File: src/inc/sdireg_consts.svh
`ifndef SDIREG_CONSTS_SVH
`define SDIREG_CONSTS_SVH

// register offsets (word index on the register port)
`define SDIREG_OFS_CTRL        12'h000
`define SDIREG_OFS_RX_FLAGS    12'h002
`define SDIREG_OFS_PGM_FLAGS   12'h003
`define SDIREG_OFS_FMT_STATUS  12'h004
`define SDIREG_OFS_RES_BLK_A   12'h005
`define SDIREG_OFS_STD_OVR     12'h006
`define SDIREG_OFS_VALIDITY    12'h007
`define SDIREG_OFS_PLACEMENT   12'h008
`define SDIREG_OFS_RES_BLK_B   12'h009
`define SDIREG_OFS_L1_B12      12'h00A
`define SDIREG_OFS_L1_B34      12'h00B
`define SDIREG_OFS_L2_B12      12'h00C
`define SDIREG_OFS_L2_B34      12'h00D
`define SDIREG_OFS_INT_STATUS  12'h030
`define SDIREG_OFS_INT_CLEAR   12'h031
`define SDIREG_OFS_INT_ENABLE  12'h032

// control register fields
`define SDIREG_CTRL_FLAGSRC_BIT 12
`define SDIREG_CTRL_INSDIS_BIT  6

// error flag layout
`define SDIREG_FLAGS_MSB       14
`define SDIREG_PGM_FLAGS_MSB   13

// format status fields
`define SDIREG_FMT_STD_MSB     9
`define SDIREG_FMT_STD_LSB     5
`define SDIREG_FMT_INTL_BIT    4
`define SDIREG_FMT_CONV_BIT    3
`define SDIREG_FMT_SLOCK_BIT   2
`define SDIREG_FMT_VLOCK_BIT   1
`define SDIREG_FMT_HLOCK_BIT   0

// standard override fields
`define SDIREG_OVR_EN_BIT      5
`define SDIREG_OVR_STD_MSB     4

// validity fields
`define SDIREG_VAL_FF_BIT      1
`define SDIREG_VAL_AP_BIT      0

// placement field
`define SDIREG_PLACE_BIT       0

// interrupt bits
`define SDIREG_INT_PKT_BIT     0
`define SDIREG_INT_LOCK_BIT    1
`define SDIREG_INT_STD_BIT     2

// reset values
`define SDIREG_RST_CTRL        16'h0000
`define SDIREG_RST_PGM_FLAGS   16'h0000
`define SDIREG_RST_STD_OVR     16'h0000
`define SDIREG_RST_PLACEMENT   16'h0001
`define SDIREG_RST_PAYLOAD     16'h0000
`define SDIREG_RST_INT_ENABLE  16'h0000

`endif

File: src/inc/sdireg_pkg.sv
package sdireg_pkg;

    // status delivered by the video datapath, same clock
    typedef struct packed {
        logic edhPktValid;
        logic [14:0] edhFlags;
        logic fullFieldValidBit;
        logic activePictureValidBit;
        logic [4:0] detectedStandardCode;
        logic interlacedFlag;
        logic conversionLocked;
        logic standardLocked;
        logic verticalLocked;
        logic horizontalLocked;
    } sdireg_rxstat_t;

    // configuration handed to the transmit datapath
    typedef struct packed {
        logic [14:0] txErrorFlags;
        logic flagSourceSelect;
        logic [4:0] effectiveStandardCode;
        logic payloadIdInsertEnable;
        logic payloadIdEarlyPlacement;
        logic [31:0] link1PayloadBytes;
        logic [31:0] link2PayloadBytes;
    } sdireg_txcfg_t;

    // whole register state of the bank
    typedef struct packed {
        logic [15:0] rdData;
        logic irq;
        logic flagSourceSelect;
        logic payloadIdInsertDisable;
        logic [14:0] rxFlags;
        logic [13:0] pgmFlags;
        logic [9:0] fmtStatus;
        logic standardOverrideEnable;
        logic [4:0] overrideStandardCode;
        logic fullFieldValidBit;
        logic activePictureValidBit;
        logic payloadIdEarlyPlacement;
        logic [31:0] link1Bytes;
        logic [31:0] link2Bytes;
        logic [2:0] intStatus;
        logic [2:0] intEnable;
        sdireg_txcfg_t txCfg;
    } sdireg_state_t;

endpackage

File: src/core/sdireg_top.sv
// Function
// RULE1 - Received error flags read back in bits 14..0 as three groups of five: ancillary, full field, active picture.
// RULE2 - Outgoing error flags use the same layout, bits 13..0 host writable, bit 14 read only.
// RULE3 - Control bit 12 set forwards the received flags into outgoing packets, clear uses the programmed ones.
// RULE4 - Format status shows the detected standard code in bits 9..5 and interlaced in bit 4.
// RULE5 - Format status shows standard, vertical and horizontal lock in bits 2, 1 and 0, active high.
// RULE6 - Format status bit 3 is high while format conversion is locked.
// RULE7 - Override bit 5 high makes the host code in bits 4..0 replace the detected standard.
// RULE8 - Validity status shows the full field bit in bit 1 and the active picture bit in bit 0, read only.
// RULE9 - Placement bit 0, reset 1, selects first available space, else right after the line end words.
// RULE10 - Link one payload bytes 2/1 and 4/3 sit in two registers, even byte high, odd byte low.
// RULE11 - Link two payload bytes 2 and 1 sit in one register, byte 2 high and byte 1 low.
// RULE12 - Link two payload bytes 4 and 3 sit in the next register, byte 4 high and byte 3 low.
// RULE13 - Control bit 6 high stops payload identifier insertion whatever else is set.
// RULE14 - Received flags and validity bits update on each complete packet; reserved bits read zero.
// RULE15 - The host writes payload bytes and flags before enabling insertion and writes zero to reserved bits.
`timescale 1ns/10ps
`include "sdireg_consts.svh"

module sdireg_top #(
    parameter int AW = 12
) (
    // clock and reset
    input wire logic clk,
    input wire logic rst_n,
    // register port
    input wire logic [AW-1:0] regAddr,
    input wire logic [15:0] regWrData,
    input wire logic regWrStb,
    input wire logic regRdStb,
    output logic [15:0] regRdData,
    // interrupt
    output logic irq,
    // video datapath
    input wire sdireg_pkg::sdireg_rxstat_t rxStat,
    output sdireg_pkg::sdireg_txcfg_t txCfg
);

    sdireg_pkg::sdireg_state_t stateQ;
    sdireg_pkg::sdireg_state_t stateD;

    function automatic logic hit(input logic [AW-1:0] a, input logic [11:0] ofs);
        return a == AW'(ofs);
    endfunction

    function automatic logic [15:0] readMux(input logic [AW-1:0] a,
                                            input sdireg_pkg::sdireg_state_t st);
        logic [15:0] v;
        v = 16'h0000;
        if (hit(a, `SDIREG_OFS_CTRL)) begin
            v[`SDIREG_CTRL_FLAGSRC_BIT] = st.flagSourceSelect;
            v[`SDIREG_CTRL_INSDIS_BIT] = st.payloadIdInsertDisable;
        end else if (hit(a, `SDIREG_OFS_RX_FLAGS)) begin
            v[`SDIREG_FLAGS_MSB:0] = st.rxFlags; // [RULE1]
        end else if (hit(a, `SDIREG_OFS_PGM_FLAGS)) begin
            v[`SDIREG_PGM_FLAGS_MSB:0] = st.pgmFlags; // [RULE2]
        end else if (hit(a, `SDIREG_OFS_FMT_STATUS)) begin
            v[`SDIREG_FMT_STD_MSB:0] = st.fmtStatus; // [RULE4] [RULE5] [RULE6]
        end else if (hit(a, `SDIREG_OFS_STD_OVR)) begin
            v[`SDIREG_OVR_EN_BIT] = st.standardOverrideEnable;
            v[`SDIREG_OVR_STD_MSB:0] = st.overrideStandardCode;
        end else if (hit(a, `SDIREG_OFS_VALIDITY)) begin
            v[`SDIREG_VAL_FF_BIT] = st.fullFieldValidBit; // [RULE8]
            v[`SDIREG_VAL_AP_BIT] = st.activePictureValidBit;
        end else if (hit(a, `SDIREG_OFS_PLACEMENT)) begin
            v[`SDIREG_PLACE_BIT] = st.payloadIdEarlyPlacement;
        end else if (hit(a, `SDIREG_OFS_L1_B12)) begin
            v = st.link1Bytes[15:0];
        end else if (hit(a, `SDIREG_OFS_L1_B34)) begin
            v = st.link1Bytes[31:16];
        end else if (hit(a, `SDIREG_OFS_L2_B12)) begin
            v = st.link2Bytes[15:0];
        end else if (hit(a, `SDIREG_OFS_L2_B34)) begin
            v = st.link2Bytes[31:16];
        end else if (hit(a, `SDIREG_OFS_INT_STATUS)) begin
            v[2:0] = st.intStatus;
        end else if (hit(a, `SDIREG_OFS_INT_ENABLE)) begin
            v[2:0] = st.intEnable;
        end
        // reserved blocks, the clear register and unmapped space read zero
        return v; // [RULE14]
    endfunction

    always_comb begin
        logic [9:0] fmtNow;
        logic [2:0] events;
        logic [2:0] clearMask;
        stateD = stateQ;
        fmtNow = 10'h000;
        events = 3'h0;
        clearMask = 3'h0;

        // read data stands only in the cycle after the strobe
        stateD.rdData = regRdStb ? readMux(regAddr, stateQ) : 16'h0000;

        // live format status, sampled every cycle
        fmtNow[`SDIREG_FMT_STD_MSB:`SDIREG_FMT_STD_LSB] = rxStat.detectedStandardCode; // [RULE4]
        fmtNow[`SDIREG_FMT_INTL_BIT] = rxStat.interlacedFlag; // [RULE4]
        fmtNow[`SDIREG_FMT_CONV_BIT] = rxStat.conversionLocked; // [RULE6]
        fmtNow[`SDIREG_FMT_SLOCK_BIT] = rxStat.standardLocked; // [RULE5]
        fmtNow[`SDIREG_FMT_VLOCK_BIT] = rxStat.verticalLocked; // [RULE5]
        fmtNow[`SDIREG_FMT_HLOCK_BIT] = rxStat.horizontalLocked; // [RULE5]
        stateD.fmtStatus = fmtNow;

        // captured packet contents
        if (rxStat.edhPktValid) begin
            stateD.rxFlags = rxStat.edhFlags; // [RULE1] [RULE14]
            stateD.fullFieldValidBit = rxStat.fullFieldValidBit; // [RULE8] [RULE14]
            stateD.activePictureValidBit = rxStat.activePictureValidBit; // [RULE8] [RULE14]
        end

        // events: packet seen, any lock bit changed, standard code changed
        events[`SDIREG_INT_PKT_BIT] = rxStat.edhPktValid;
        events[`SDIREG_INT_LOCK_BIT] =
            fmtNow[`SDIREG_FMT_CONV_BIT:0] != stateQ.fmtStatus[`SDIREG_FMT_CONV_BIT:0];
        events[`SDIREG_INT_STD_BIT] =
            fmtNow[`SDIREG_FMT_STD_MSB:`SDIREG_FMT_STD_LSB]
            != stateQ.fmtStatus[`SDIREG_FMT_STD_MSB:`SDIREG_FMT_STD_LSB];

        // host writes; read-only locations ignore them
        if (regWrStb) begin
            if (hit(regAddr, `SDIREG_OFS_CTRL)) begin
                stateD.flagSourceSelect = regWrData[`SDIREG_CTRL_FLAGSRC_BIT];
                stateD.payloadIdInsertDisable = regWrData[`SDIREG_CTRL_INSDIS_BIT];
            end
            if (hit(regAddr, `SDIREG_OFS_PGM_FLAGS)) begin
                // ancillary unknown-status stays read only
                stateD.pgmFlags = regWrData[`SDIREG_PGM_FLAGS_MSB:0]; // [RULE2]
            end
            if (hit(regAddr, `SDIREG_OFS_STD_OVR)) begin
                stateD.standardOverrideEnable = regWrData[`SDIREG_OVR_EN_BIT];
                stateD.overrideStandardCode = regWrData[`SDIREG_OVR_STD_MSB:0];
            end
            if (hit(regAddr, `SDIREG_OFS_PLACEMENT)) begin
                stateD.payloadIdEarlyPlacement = regWrData[`SDIREG_PLACE_BIT];
            end
            if (hit(regAddr, `SDIREG_OFS_L1_B12)) begin
                stateD.link1Bytes[15:0] = regWrData; // [RULE10]
            end
            if (hit(regAddr, `SDIREG_OFS_L1_B34)) begin
                stateD.link1Bytes[31:16] = regWrData; // [RULE10]
            end
            if (hit(regAddr, `SDIREG_OFS_L2_B12)) begin
                stateD.link2Bytes[15:0] = regWrData; // [RULE11]
            end
            if (hit(regAddr, `SDIREG_OFS_L2_B34)) begin
                stateD.link2Bytes[31:16] = regWrData; // [RULE12]
            end
            if (hit(regAddr, `SDIREG_OFS_INT_CLEAR)) begin
                clearMask = regWrData[2:0];
            end
            if (hit(regAddr, `SDIREG_OFS_INT_ENABLE)) begin
                stateD.intEnable = regWrData[2:0];
            end
        end

        // a new event wins over a clear in the same cycle
        stateD.intStatus = (stateQ.intStatus & ~clearMask) | events;
        stateD.irq = |(stateD.intStatus & stateD.intEnable);

        // transmit configuration follows the next register values
        stateD.txCfg.flagSourceSelect = stateD.flagSourceSelect;
        stateD.txCfg.txErrorFlags = stateD.flagSourceSelect ? stateD.rxFlags
                                    : {1'b0, stateD.pgmFlags}; // [RULE3]
        stateD.txCfg.effectiveStandardCode = stateD.standardOverrideEnable
            ? stateD.overrideStandardCode
            : fmtNow[`SDIREG_FMT_STD_MSB:`SDIREG_FMT_STD_LSB]; // [RULE7]
        stateD.txCfg.payloadIdInsertEnable = !stateD.payloadIdInsertDisable; // [RULE13]
        stateD.txCfg.payloadIdEarlyPlacement = stateD.payloadIdEarlyPlacement; // [RULE9]
        // byte 1 lowest, byte 4 highest on the carrier
        stateD.txCfg.link1PayloadBytes = stateD.link1Bytes; // [RULE10]
        stateD.txCfg.link2PayloadBytes = stateD.link2Bytes; // [RULE11] [RULE12]
    end

    always_ff @(posedge clk or negedge rst_n) begin
        if (!rst_n) begin
            stateQ <= '0;
            stateQ.flagSourceSelect <= 1'(`SDIREG_RST_CTRL >> `SDIREG_CTRL_FLAGSRC_BIT);
            stateQ.payloadIdInsertDisable <= 1'(`SDIREG_RST_CTRL >> `SDIREG_CTRL_INSDIS_BIT);
            stateQ.pgmFlags <= 14'(`SDIREG_RST_PGM_FLAGS);
            stateQ.standardOverrideEnable <= 1'(`SDIREG_RST_STD_OVR >> `SDIREG_OVR_EN_BIT);
            stateQ.overrideStandardCode <= 5'(`SDIREG_RST_STD_OVR);
            stateQ.payloadIdEarlyPlacement <=
                1'(`SDIREG_RST_PLACEMENT >> `SDIREG_PLACE_BIT); // [RULE9]
            stateQ.link1Bytes <= {`SDIREG_RST_PAYLOAD, `SDIREG_RST_PAYLOAD};
            stateQ.link2Bytes <= {`SDIREG_RST_PAYLOAD, `SDIREG_RST_PAYLOAD};
            stateQ.intEnable <= 3'(`SDIREG_RST_INT_ENABLE);
            stateQ.txCfg.payloadIdInsertEnable <= 1'b1;
            stateQ.txCfg.payloadIdEarlyPlacement <=
                1'(`SDIREG_RST_PLACEMENT >> `SDIREG_PLACE_BIT);
        end else begin
            stateQ <= stateD;
        end
    end

    assign regRdData = stateQ.rdData;
    assign irq = stateQ.irq;
    assign txCfg = stateQ.txCfg;

endmodule // sdireg_top

File: config.mk
export PLATFORM = sky130hd
export DESIGN_NAME = sdireg_top
export DESIGN_NICKNAME = d
export VERILOG_FILES = /design/src/inc/sdireg_pkg.sv /design/src/core/sdireg_top.sv
export VERILOG_INCLUDE_DIRS = /design/src /design/src/inc
export SDC_FILE = /design/constraint.sdc
export NUM_CORES = 1
export LEC_CHECK = 0
export ABC_AREA = 1
export BUFFER_PORTS_ARGS = -buffer_cell sky130_fd_sc_hd__clkbuf_2
export CAP_MARGIN = 20
export CORE_MARGIN = 2
export CORE_UTILIZATION = 40
export CTS_CLUSTER_SIZE = 16
export DETAILED_ROUTE_END_ITERATION = 8
export GPL_ROUTABILITY_DRIVEN = 0
export GPL_TIMING_DRIVEN = 1
export HOLD_SLACK_MARGIN = 0.02
export PLACE_DENSITY = 0.64
export SETUP_SLACK_MARGIN = 0.3
export SLEW_MARGIN = 20
export SYNTH_ARGS = -nofsm -noshare
export SYNTH_HDL_FRONTEND = slang
export SYNTH_SLANG_ARGS = --single-unit
File: constraint.sdc
create_clock -name clk -period 1.3 [get_ports clk]
set_input_delay 0.26 -clock clk [delete_from_list [all_inputs] [get_ports clk]]
set_output_delay 0.26 -clock clk [all_outputs]
set_load 0.05 [all_outputs]
==> impl.org, run 1 <==
** Routing
- Total number of vias :: ~7500
- Routed met3 length :: roughly 1.9 mm
- Top Layer Used :: met4
- Drt total wl :: ~29 mm
- The pre-antenna-repair detailed-routing pass consisted of 5 iterations.
- Routed metal-1 wire length :: between 10 and 15 mm
- Per-cell via count in the routed design :: around 5.2
- DR iter-0 viols :: around 620
- In this run the remaining antenna-violating nets after routing total 0.
- DRC violations left :: 0
- In the final routed layout, each cell accounts on average for 20.2 um.
- Detailed routing placed a total of around 15 mm of wire on met2.

** Synth
- Averaged over all synthesized cells, the footprint is between 8 and 9 um^2.
- After Yosys synthesis, full adders, half adders and majority gates account for 0% of the synthesized area.
- Area fraction in compound gates after synthesis :: between 10 and 15%
- Post-Synth Simple-Gate Area :: ~18%
- Fraction of synthesized cell area taken by the top area cell type :: about half
- Count of synthesis-stage warnings from yosys :: 0
- Of the total synthesized cell area, the portion taken by XOR and XNOR cells is less than 1%.
- The portion of synthesized area spent on multiplexers is 0%.
- The synthesized design contains 0 enable-type register cells.
- Synth Register Bits :: 158
- Synth area leaders :: sky130_fd_sc_hd__dfrtp_1 49%, sky130_fd_sc_hd__nand2_1 11%, sky130_fd_sc_hd__buf_4 10%
- Async set-reset flop share out of synthesis :: 100%
- Synthesis produced approximately 910 cells.
- Part of the Yosys area used for sequential elements :: about half
- In this run the cell area of the synthesized design comes to 7920 um^2.
- Combinational family with the most area after synthesis :: simple AND/OR/NAND/NOR gates
- sky130_fd_sc_hd__dfrtp_1 takes more of the synthesized area than any other cell.
- Synthesis instantiated 42 different standard cells from the library.
- When the netlist entered floorplanning its net count stood at 968.
- The most used flip-flop cell after synthesis is sky130_fd_sc_hd__dfrtp_1.

** Worst setup path
- The critical path runs through a total of 13 cells.
- The number of cells on the worst reg-to-reg path is 8.
- By startpoint and endpoint, the worst setup path is classified as primary input to register.
- Highest fanout seen on the critical path :: 8
- The worst setup path is launched from a primary input.
- In this run the worst setup path terminates at regRdData[4].
- Among all stages on the critical path, the largest delay is contributed by sky130_fd_sc_hd__nor2_8.
- Across all register-to-register paths, the minimum setup slack is -0.08 ns.
- Cell chain of the critical path :: buf_6 -> nor2_4 -> nand2_4 -> nor2_8 -> inv_4 -> nor2_4 -> nand3_4 -> buf_12 -> buf_12 -> o211ai_4 -> nand3_2 -> o211ai_2 -> a21oi_2
- In this run the critical register-to-register path is launched from txCfg[22].
- Destination of the worst register-to-register timing path :: regRdData[6]
- Data arrival time of the critical path :: 1.82 ns
- Critical path's largest stage delay :: 0.22 ns
- The worst setup path is captured at a register.
- Crit path required time :: around 1.6 ns
- Critical path buffers and inverters :: 4
- In this run the worst setup path begins at regAddr[11].
- The cell family contributing the most delay on the critical path is simple AND/OR/NAND/NOR gates.

** Timing
- Final setup fails :: 96
- The final critical path takes up 116% of the cycle.
- The worst path in the final design needs a cycle of approximately 1.5 ns, including I/O delays and setup.
- Max Fclk :: roughly 660 MHz
- Slew at the pin closest to its max-slew limit :: between 0.4 and 0.5 ns
- Headroom to the max-slew limit came out at approximately 68%.
- The count of final hold-check violations was 0.
- Post-Route Skew :: around 0.010 ns
- Unrepaired setup endpoints after global routing :: yes
- Max-slew violation count :: 0
- In the post-route analysis, the smallest setup slack over all paths is -0.211 ns.

** Place
- Input and output buffers added on the ports amount to approximately 160.
- In this run the cell area measured after placement is between 9000 and 10000 um^2.
- Count of placed standard cells including taps :: around 1300
- Detailed placement finished with a half-perimeter wire length of about 17 mm.

** GRT
- GRT overflow :: 0
- Across every metal layer, demand over resource in global routing totals approximately a quarter.
- Global-route wire length before repair :: about 41 mm
- Initial antenna violation count :: 0
- Entering global routing, the biggest net connects 33 pins.
- Number of global-route vias before repair :: around 7500

** Cells and area
- Commonest non-fill, non-tap cells in the layout :: 164 x sky130_fd_sc_hd__nand2_1, 150 x sky130_fd_sc_hd__dfrtp_1, 132 x sky130_fd_sc_hd__buf_4
- Leaving out fill and tap cells, the most frequent cell in the layout is sky130_fd_sc_hd__nand2_1.
- At the end of the flow the core is filled with cells to around 67%.
- After the last flow step, the layout net total stands at 1227.
- After filler insertion, the fill cell instance count of the layout stands at between 1000 and 1500.
- The post-route netlist has between 50 and 60% of its cells at a drive strength greater than 1.
- After the flow finishes, the layout carries non-filler instances totaling roughly 1400.
- Syn-to-layout area delta :: 64.0%
- Final instance area :: 13000 um^2
- The repair_antennas step left the layout with diodes totalling 0.

** Die
- The floorplan has 51 rows.
- The core region is roughly 19000 um^2.
- Total die area :: between 20000 and 25000 um^2
- Total I/O pin count :: approximately 160
- The floorplan step set the die width to 145 um.
- Die height :: approximately 140 um
- Initial core utilization :: about two fifths

** Clocking
- Total clock sinks :: 158
- TritonCTS built the clock tree.
- Bufs on Longest Clock Path :: 2
- The H-tree was split into 4 levels.
- After clock tree synthesis, the clock-pin slew on the worst setup and hold paths is about 0.07 ns.
- Worst skew pair latency :: ~0.44 ns
- Root buffer cell :: sky130_fd_sc_hd__clkbuf_16
- Number of CTS-inserted buffers :: 17

** Run status
- Status :: finished with violations
- Violations in the final reports :: negative setup slack

** Pwr
- IR drop worst, VDD :: about 1 mV
- The analysis attributes to cell leakage a power of around 6.3 nW.
- Power density over cell area :: about 870 nW/um^2

** Run
- Max-cap violations in this run came to 0.

** Hold path
- The min-delay analysis places its worst path in the category primary input to register.
==> worst min-delay path, cell delays in order <==
cell and delay [ns]:
sky130_fd_sc_hd__clkbuf_2 0.08, sky130_fd_sc_hd__nand2_1 0.04, sky130_fd_sc_hd__nand2_1 0.07
==> stage by stage <==
stage	TNS, ns	power (mW)	worst slack, ns	hold slack (ns)
after floorplan	-17.45	5.69	-0.253	-0.0356
after global placement	-55.28	6.09	-0.679	0.159
after detailed placement	-58.17	6.10	-0.706	0.161
after CTS	-4.37	11.3	-0.128	0.0332
after global routing	-14.11	11.7	-0.250	0.0671
final	-8.27	11.4	-0.211	0.0476
==> worst min-delay path by stage <==
stage          startpoint     endpoint  slack, ns  cells past startpoint
5_1_grt        rxStat[22]  stateQ[200]       0.07                      3
4_1_cts        rxStat[20]  stateQ[198]       0.03                      3
6_report       rxStat[20]  stateQ[198]       0.05                      3
3_3_place_gp        rst_n    txCfg[15]       0.16                      1
2_1_floorplan       rst_n          irq      -0.04                      0
3_5_place_dp        rst_n     txCfg[9]       0.16                      1
==> logic make-up after synthesis <==
family          count (synthesis)
compound gates                196
xor+xnor                        7
buf+inv                       228
flops                         158
simple gates                  319
==> layout make-up <==
| class | instances | area (um^2) | share of cell area [%] |
|---|---|---|---|
| Timing Repair Buffer | 378 | 4250 | 32.7 |
| Sequential cell | 158 | 3960 | 30.5 |
| Multi-Input combinational cell | 522 | 3470 | 26.7 |
| Clock buffer | 18 | 439 | 3.38 |
| Inverter | 89 | 373 | 2.87 |
| Tap cell | 265 | 332 | 2.55 |
| Clock inverter | 14 | 153 | 1.18 |
| Timing Repair inverter | 1 | 7.51 | 0.0578 |
==> flip-flops by register name, summed over array words and instances, names as in the netlist <==
name       cells
stateQ        54
txCfg         87
regRdData     16
irq            1
==> repair_timing <==
item	4_1_cts	5_1_grt
hold buffers	11	0
gates cloned	12	1
hold endpoints to repair	133	0
pin swaps	15	27
buffers inserted	71	24
endpoints found under the setup margin	232	234
gates resized for setup	375	231
==> cell usage after synthesis (2+ instances only) <==
cell type / number
sky130_fd_sc_hd__o21ai_1: 49
sky130_fd_sc_hd__clkbuf_1: 10
sky130_fd_sc_hd__inv_1: 82
sky130_fd_sc_hd__inv_2: 3
sky130_fd_sc_hd__xnor2_1: 3
sky130_fd_sc_hd__o21ai_2: 2
sky130_fd_sc_hd__o211ai_1: 3
sky130_fd_sc_hd__a21oi_2: 2
sky130_fd_sc_hd__nor2_4: 4
sky130_fd_sc_hd__buf_6: 5
sky130_fd_sc_hd__nand2_2: 8
sky130_fd_sc_hd__dfrtp_1: 156
sky130_fd_sc_hd__xor2_1: 4
sky130_fd_sc_hd__o211ai_2: 9
sky130_fd_sc_hd__nor2_2: 7
sky130_fd_sc_hd__o2111ai_1: 3
sky130_fd_sc_hd__nor3_1: 5
sky130_fd_sc_hd__a21oi_1: 32
sky130_fd_sc_hd__o21ai_0: 89
sky130_fd_sc_hd__or2_2: 3
sky130_fd_sc_hd__nand2_1: 224
sky130_fd_sc_hd__buf_4: 106
sky130_fd_sc_hd__nor2_1: 18
sky130_fd_sc_hd__nand3_1: 26
sky130_fd_sc_hd__buf_2: 17
sky130_fd_sc_hd__clkinv_2: 2
sky130_fd_sc_hd__a31oi_2: 3
sky130_fd_sc_hd__nand3_2: 6
sky130_fd_sc_hd__nand4_1: 13
sky130_fd_sc_hd__dfstp_2: 2
==> metal layers <==
metal	up-vias	track usage (%)
met5	-	0
met3	99	5.53
met2	368	45.5
met1	3701	32.4
met4	0	12.5
li1	3377	-
==> where the power goes <==
group	switching, mW	internal (mW)
clock network	2.17	2.91
logic	0.714	0.440
registers	0.0855	5.04
No activity file was read; power rests on OpenSTA's default activity.
==> run 2, diff against run 1 <==
--- a/config.mk
+++ b/config.mk
@@ -10,13 +10,13 @@
 export BUFFER_PORTS_ARGS = -buffer_cell sky130_fd_sc_hd__clkbuf_2
 export CAP_MARGIN = 20
 export CORE_MARGIN = 2
-export CORE_UTILIZATION = 40
+export CORE_UTILIZATION = 30
 export CTS_CLUSTER_SIZE = 16
 export DETAILED_ROUTE_END_ITERATION = 8
 export GPL_ROUTABILITY_DRIVEN = 0
 export GPL_TIMING_DRIVEN = 1
 export HOLD_SLACK_MARGIN = 0.02
-export PLACE_DENSITY = 0.64
+export PLACE_DENSITY = 0.52
 export SETUP_SLACK_MARGIN = 0.3
 export SLEW_MARGIN = 20
 export SYNTH_ARGS = -nofsm -noshare
==> constraint.sdc (replaced) <==
create_clock -name clk -period 1.3 [get_ports clk]
set_input_delay 0 -clock clk [delete_from_list [all_inputs] [get_ports clk]]
set_output_delay 0 -clock clk [all_outputs]
set_load 0.05 [all_outputs]
==> run 2 against run 1 <==
Effect of this change:
- the flow still finishes with violations (negative setup slack)
- total power grew 2.7%
- via count shrank 5.1%
- die area grew 32%
- critical path type unchanged
- critical endpoint is now txCfg[74]
==> impl.org, run 2 (synthesis results as in run 1) <==
** Routing
- The vias after detailed routing came to 7162 (-5.1%).
- The average via count per standard cell was 4.66 (-11%).
- The DRC violations left came to 0 (unchanged).
- The final wirelength was 27.6 mm (-5.8%).
- DR iter-0 viols :: 416 (-33%)
- Average detailed-routed wire length per instance :: 17.9 um (-11%)
- Final antenna-violating net count :: 0 (unchanged)
- Detailed-router iteration count before antenna repair :: 4 (-1)

** Cells and area
- Diode count :: 0 (unchanged)
- Biggest register :: txCfg
- The library cells used most frequently in the layout, excluding fill and tap cells, are 157 x sky130_fd_sc_hd__nand2_1, 139 x sky130_fd_sc_hd__dfrtp_1, 118 x sky130_fd_sc_hd__buf_4.
- Number of flip-flops in the largest register :: 87 (unchanged)
- Fraction of layout cells with a size suffix above 1 :: 51.7% (+0.14 points)
- The post-layout utilization of the core came to 51.5% (-15 points).
- Net count of the finished layout :: 1249 (+1.8%)
- The post-layout instance count excluding filler cells is 1537 (+6.4%).
- The library cell used most frequently in the layout, excluding fill and tap cells, is sky130_fd_sc_hd__nand2_1.
- Syn-to-layout area delta :: 69.0%

** Clocking
- Total clock sinks :: 158 (unchanged)
- CTS H-tree lvls :: 4 (unchanged)
- The total clock buffers created by CTS was 17 (unchanged).
- Worst skew pair latency :: 0.43 ns (about the same)
- Root buffer cell :: sky130_fd_sc_hd__clkbuf_16
- Clock-pin slew reported for the worst setup and hold paths after clock tree synthesis :: 0.06 ns (about the same)
- Bufs on Longest Clock Path :: 2 (unchanged)
- CTS tree :: done

** Hold path
- Worst Min Path Start :: regWrData[1]
- The worst hold path terminates at stateQ[91].
- The hold-critical path depth was 4 (+1).
- Type of the most critical hold path :: primary input to register

** Run
- MaxCap Viol Count :: 0 (unchanged)

** Timing
- The top achievable clock speed came to 754 MHz (+14%).
- The transition at the pin with the smallest max-transition slack came to 0.545 ns (+0.0650 ns).
- The worst setup slack after layout is -0.0263 ns (+0.185 ns).
- The final critical path time including I/O delays and setup came to 1.33 ns (-0.185 ns).
- Setup repair after global routing could not meet its margin everywhere.
- Post-Route Skew :: 0.0118 ns (+0.00158 ns)
- The hold slack is 0.0234 ns (-0.0242 ns).
- The final setup violation count was 1 (-99%).
- The relative slew slack came to 63.7% (-4.3 points).
- Final worst-path cycle share :: 102% (-14 points)
- Max-slew violation count :: 0 (unchanged)
- The count of final hold-check violations came to 0 (unchanged).

** Worst setup path
- Launch instance of the worst register-to-register path :: txCfg[71]
- Crit path required time :: 1.61 ns (about the same)
- The worst setup path is of the primary input to register kind.
- Endpoint class of the critical path :: register
- Data arrival time of the critical path :: 1.63 ns (-0.19 ns)
- Worst setup slack for register-to-register paths :: -0.01 ns (+0.07 ns)
- Highest fanout seen on the critical path :: 7 (-1)
- Destination of the worst register-to-register timing path :: txCfg[74]
- The depth of the worst register-to-register path came to 6 (-2).
- Crit path launch type :: primary input

** GRT
- Global-route wire length before repair :: 42.3 mm (+2.5%)
- The sum of overflow across all layers after global routing is 0 (unchanged).
- Maximum number of pins on one net before global-route repair :: 38 (+15%)
- The total global routing track utilization is 20.0% (-6.7 points).
- Initial antenna violation count :: 0 (unchanged)
- The number of global-route vias before repair was 7155 (-4.8%).

** Die
- The area of the die was 27700 um^2 (+32%).
- The core box area came to 26000 um^2 (+34%).
- Total I/O pin count :: 164 (unchanged)
- The vertical die dimension came to 167 um (+15%).
- The cell row count is 59 (+16%).
- Initial core utilization :: 30.5% (-10 points)
- The horizontal die dimension came to 167 um (+15%).

** Place
- Total half-perimeter wirelength after legalization and detailed placement :: 18.7 mm (+8.0%)
- The minimum setup slack after placement was -0.447 ns (+0.259 ns).
- Count of placed standard cells including taps :: 1353 (+4.6%)
- Number of buffers inserted by port buffering :: 163 (unchanged)

** Pwr
- The leakage power is 6.33 nW (+0.26%).
- IR drop worst, VDD :: 0.684 mV (-32%)
- Power density over cell area :: 871 nW/um^2 (-0.35%)

** Run status
- The final reports fail on negative setup slack.
- Status :: finished with violations
run 2: worst max-delay path, stage by stage:
cell                         delay (ns)
sky130_fd_sc_hd__buf_8             0.10
sky130_fd_sc_hd__nor2_4            0.10
sky130_fd_sc_hd__nand2_2           0.09
sky130_fd_sc_hd__nor2_8            0.22
sky130_fd_sc_hd__nand2_4           0.11
sky130_fd_sc_hd__nor2_4            0.16
sky130_fd_sc_hd__nand2_4           0.09
sky130_fd_sc_hd__o21ai_4           0.28
sky130_fd_sc_hd__clkinvlp_4        0.27
sky130_fd_sc_hd__nor2_2            0.17
sky130_fd_sc_hd__a31oi_2           0.04
run 2: final cells by class:
type                    instances  area, um^2
well taps                     335         419
clock buffers                  23         448
repair buffers                399        4470
inverters                      89         380
multi-input cells             523        3520
repair inverters                1        7.51
fillers                      2334       12600
flip-flops and latches        158        3980
clock inverters                 9         161
run 2: power by group:
| part | switching (mW) | internal [mW] |
|---|---|---|
| combinational | 0.721 | 0.503 |
| sequential | 0.0943 | 5.04 |
| clock | 2.07 | 3.23 |
run 2: what timing repair did:
item	4_1_cts	5_1_grt
hold endpoints to repair	255	0
setup endpoints to repair	208	222
buffers inserted	66	29
gates resized for setup	387	236
hold buffers	43	0
cloned	12	2
pin swaps	33	39
run 2: metal layers:
layer  GRT usage, %  vias to the layer above  wire, um
met2           32.0                      213     13300
met1           27.4                     3503     12400
met3           4.21                       27      1530
li1               -                     3419         -
met5              0                        -         0
met4           5.51                        0       405
run 2: worst max-delay path by stage:
stage,start,endpoint,slack (ns),depth (start not counted)
2_1_floorplan,regAddr[6],txCfg[84],0.006,12
3_3_place_gp,regAddr[6],regRdData[5],-0.47,13
3_5_place_dp,regAddr[6],regRdData[5],-0.45,13
4_1_cts,txCfg[16],regRdData[0],0.04,10
5_1_grt,regAddr[6],txCfg[74],-0.08,11
6_report,regAddr[6],txCfg[74],-0.03,11
run 2: stage by stage:
step	power, mW	TNS (ns)	instance area [um^2]
after global placement	6.10	-27.55	9080
after floorplan	5.69	0	8080
after detailed placement	6.11	-28.18	9080
after global routing	12.0	-0.544	13400
after CTS	11.7	0	12500
final	11.7	-0.0263	13400
==> run 3, diff against run 2 <==
==> constraint.sdc (replaced) <==
create_clock -name clk -period 1.55 [get_ports clk]
set_input_delay 0 -clock clk [delete_from_list [all_inputs] [get_ports clk]]
set_output_delay 0 -clock clk [all_outputs]
set_load 0.05 [all_outputs]
==> run 3 against run 2 <==
Effect of this change:
- the run now ends clean
- combinational power is 28% lower
- clock skew fell by 0.0033 ns
- sequential share of layout area grew 8.1 points
- register-to-register slack better by 0.24 ns
- die area did not move
- flip-flop and latch count did not move
- clock power decreased by 21%
- via count down 9.5%
- critical path depth fell by 3
- final area down 22%
- final cell count decreased by 6.1%
- count of clock-buffer cells in the layout fell by 4
- largest cell class is now sequential cells
==> impl.org, run 3 (synthesis results as in run 1) <==
** Run status
- The flow ran to the end, and the final reports show no timing, DRC or antenna violations.

** Timing
- Tmin final :: 1.32 ns
- Timing would allow up to around 750 MHz.
- The largest clock skew in the final design came to 0.00846 ns (-0.00330 ns).
- The relative slew slack is 67.1% (+3.4 points).
- The final sum of negative setup slack was 0 ns (+0.0263 ns).
- Dividing the final minimum period by the clock period gives 85.5%.
- Crit path setup slack, layout :: 0.225 ns (+0.251 ns)
- The count of final hold-check violations came to 0 (unchanged).
- Final setup fails :: 0 (-1)
- Slew at the pin closest to its max-slew limit :: 0.494 ns (-0.0509 ns)
- Unrepaired setup endpoints after global routing :: yes
- Max-slew violation count :: 0 (unchanged)

** Worst setup path
- Critical path buffers and inverters :: 1 (-1)
- The worst setup path is captured at a register.
- Cell chain of the critical path :: nand2_1 -> nand3_2 -> o21ai_2 -> nand2_1 -> o211ai_1 -> nand3_1 -> o21bai_1 -> inv_1
- Highest fanout seen on the critical path :: 2 (-5)
- Type of the setup path with the least slack :: register to register
- Crit path required time :: 1.87 ns (+0.26 ns)
- Highest-delay cell along the critical path :: sky130_fd_sc_hd__dfrtp_1
- Among the stages of the critical path, the cell type that occurs most often is sky130_fd_sc_hd__nand2_1.
- The data arrival time of the critical path is 1.65 ns (+0.02 ns).
- Broken down by cell family, the worst path's largest delay share belongs to flip-flops.
- Tracing the worst setup path back leads to its startpoint at txCfg[6].
- The delay contributed by the slowest stage of the critical path was 0.40 ns (+0.12 ns).
- Launch instance of the worst register-to-register path :: txCfg[6]
- STA classifies the critical path startpoint as a register.

** Cells and area
- The library cell used most frequently in the layout, excluding fill and tap cells, is sky130_fd_sc_hd__nand2_1.
- Net count of the finished layout :: 1156 (-7.4%)
- Compared with the post-synthesis result, the final layout area differs by 31.9%.
- More flip-flops sit in one register than any other, and that register is txCfg.
- The number of flip-flops under the largest register name is 87 (unchanged).
- Post-Layout Cell Count :: 1444 (-6.1%)
- Leaving out fill and tap cells, the most frequent cells in the layout are 212 x sky130_fd_sc_hd__nand2_1, 156 x sky130_fd_sc_hd__dfrtp_1, 155 x sky130_fd_sc_hd__clkbuf_2.
- The fill cell instance count of the final layout is 2690 (+15%).
- Fraction of layout cells with a size suffix above 1 :: 35.0% (-17 points)
- The total inserted antenna cells came to 0 (unchanged).

** Routing
- The DRC violations left was 0 (unchanged).
- Final antenna-violating net count :: 0 (unchanged)
- Routed met3 length :: 1.13 mm (-26%)
- Routed metal-1 wire length :: 10.8 mm (-13%)
- The routed length on met2 came to 12.4 mm (-6.9%).
- The first-iteration detailed-routing DRC count was 349 (-16%).
- Detailed-router iteration count before antenna repair :: 5 (+1)
- Per-cell via count in the routed design :: 4.49 (-3.7%)
- Drt total wl :: 24.6 mm (-11%)
- The detailed-route wire length per cell came to 17.0 um (-5.1%).
- Total number of vias :: 6480 (-9.5%)
- Top Layer Used :: met4

** Place
- Count of placed standard cells including taps :: 1344 (-0.67%)
- The number of buffers inserted by port buffering was 163 (unchanged).
- Setup WS pre-CTS :: -0.228 ns (+0.218 ns)
- Total half-perimeter wirelength after legalization and detailed placement :: 18.4 mm (-1.6%)

** Pwr
- Leakage Power :: 5.24 nW (-17%)
- The switching power total was 2.48 mW (-14%).
- The peak supply drop came to 0.639 mV (-6.5%).
- Seq pwr share :: 45.7% (+1.7 points)
- The power density over the cells is 894 nW/um^2 (+2.7%).
- Switching share of power :: 26.5% (+1.7 points)
- The share of total power in combinational logic was 9.4% (-1.1 points).
- The part of the power in the clock network was 44.9% (-0.6 points).
- Int Pwr :: 6.87 mW (-22%)

** GRT
- The wire length of the first global-routing pass is 37.3 mm (-12%).
- The total global routing track utilization is 17.7% (-2.3 points).
- Number of global-route vias before repair :: 6387 (-11%)
- The initial antenna violation count came to 0 (unchanged).
- The sum of overflow across all layers after global routing came to 0 (unchanged).
- Maximum number of pins on one net before global-route repair :: 51 (+34%)

** Clocking
- The clock insertion delay at the later pin of the skew report was 0.43 ns (about the same).
- CTS H-tree lvls :: 4 (unchanged)
- Root buffer cell :: sky130_fd_sc_hd__clkbuf_16
- CTS tree :: done
- The register clock-pin slew on the reported worst setup and hold paths came to 0.07 ns (about the same).
- Number of CTS-inserted buffers :: 17 (unchanged)
- Total clock sinks :: 158 (unchanged)
- Bufs on Longest Clock Path :: 2 (unchanged)

** Die
- The vertical die dimension is 167 um (unchanged).
- The initial cell density of the core came to 30.5% (unchanged).
- The core box area came to 26000 um^2 (unchanged).
- The I/O pin count was 164 (unchanged).
- Placement Rows :: 59 (unchanged)
- The horizontal die dimension was 167 um (unchanged).
- The area of the die is 27700 um^2 (unchanged).

** Run
- MaxCap Viol Count :: 0 (unchanged)

** Hold path
- In this run the most critical hold path is launched from regWrData[2].
- Type of the most critical hold path :: primary input to register
run 3: area by class of cell:
type / count / area [um^2] / area share [%]
clock buffers: 19 / 453 / 4.33
multi-input cells: 522 / 2820 / 27.0
well taps: 335 / 419 / 4.01
repair inverters: 1 / 5.00 / 0.0479
clock inverters: 13 / 130 / 1.24
flip-flops and latches: 158 / 3960 / 37.8
repair buffers: 307 / 2300 / 22.0
inverters: 89 / 367 / 3.51
run 3: tightest hold or removal path, cell delays in order:
cell and delay, ns:
sky130_fd_sc_hd__clkbuf_2 0.07, sky130_fd_sc_hd__inv_1 0.17, sky130_fd_sc_hd__o21ai_1 0.18
run 3: final timing paths:
check | slack, ns | end | cells past startpoint
worst max-delay path | 0.23 | regRdData[6] | 8
worst max register to register | 0.23 | regRdData[6] | 8
worst min-delay path | 0.04 | txCfg[34] | 3
min in group asynchronous | 0.09 | txCfg[6] | 2
max in group asynchronous | 0.79 | stateQ[163] | 3
worst min register to register | 0.51 | stateQ[194] | 2
run 3: what timing repair did:
action | 4_1_cts | 5_1_grt
pin swaps | 7 | 37
buffers inserted | 6 | 11
hold buffers | 49 | 0
resized for setup | 7 | 60
endpoints found under the hold margin | 270 | 0
setup endpoints to repair | 9 | 32
gates cloned | 0 | 2
run 3: per-stage QoR:
stage	utilization [%]	hold slack, ns	cell area, um^2	total power [mW]
after CTS	38.9	0.0321	10100	9.41
after floorplan	-	-0.296	7960	4.77
after global placement	34.5	-0.0196	8950	5.09
final	40.2	0.0382	10500	9.35
after detailed placement	34.5	-0.0198	8950	5.09
after global routing	40.2	0.0664	10500	9.74
run 3: power groups by stage:
stage	combinational [mW]	clock [mW]	sequential, mW
final	0.880	4.19	4.28
after global routing	0.960	4.49	4.28
after CTS	0.850	4.28	4.28
after detailed placement	0.738	0	4.35
after global placement	0.737	0	4.35
after floorplan	0.436	0	4.33
run 3: layer usage:
metal,track usage [%],vias to the layer above
met4,4.01,0
li1,-,3216
met5,0,-
met3,3.59,22
met1,22.8,3092
met2,30.6,150
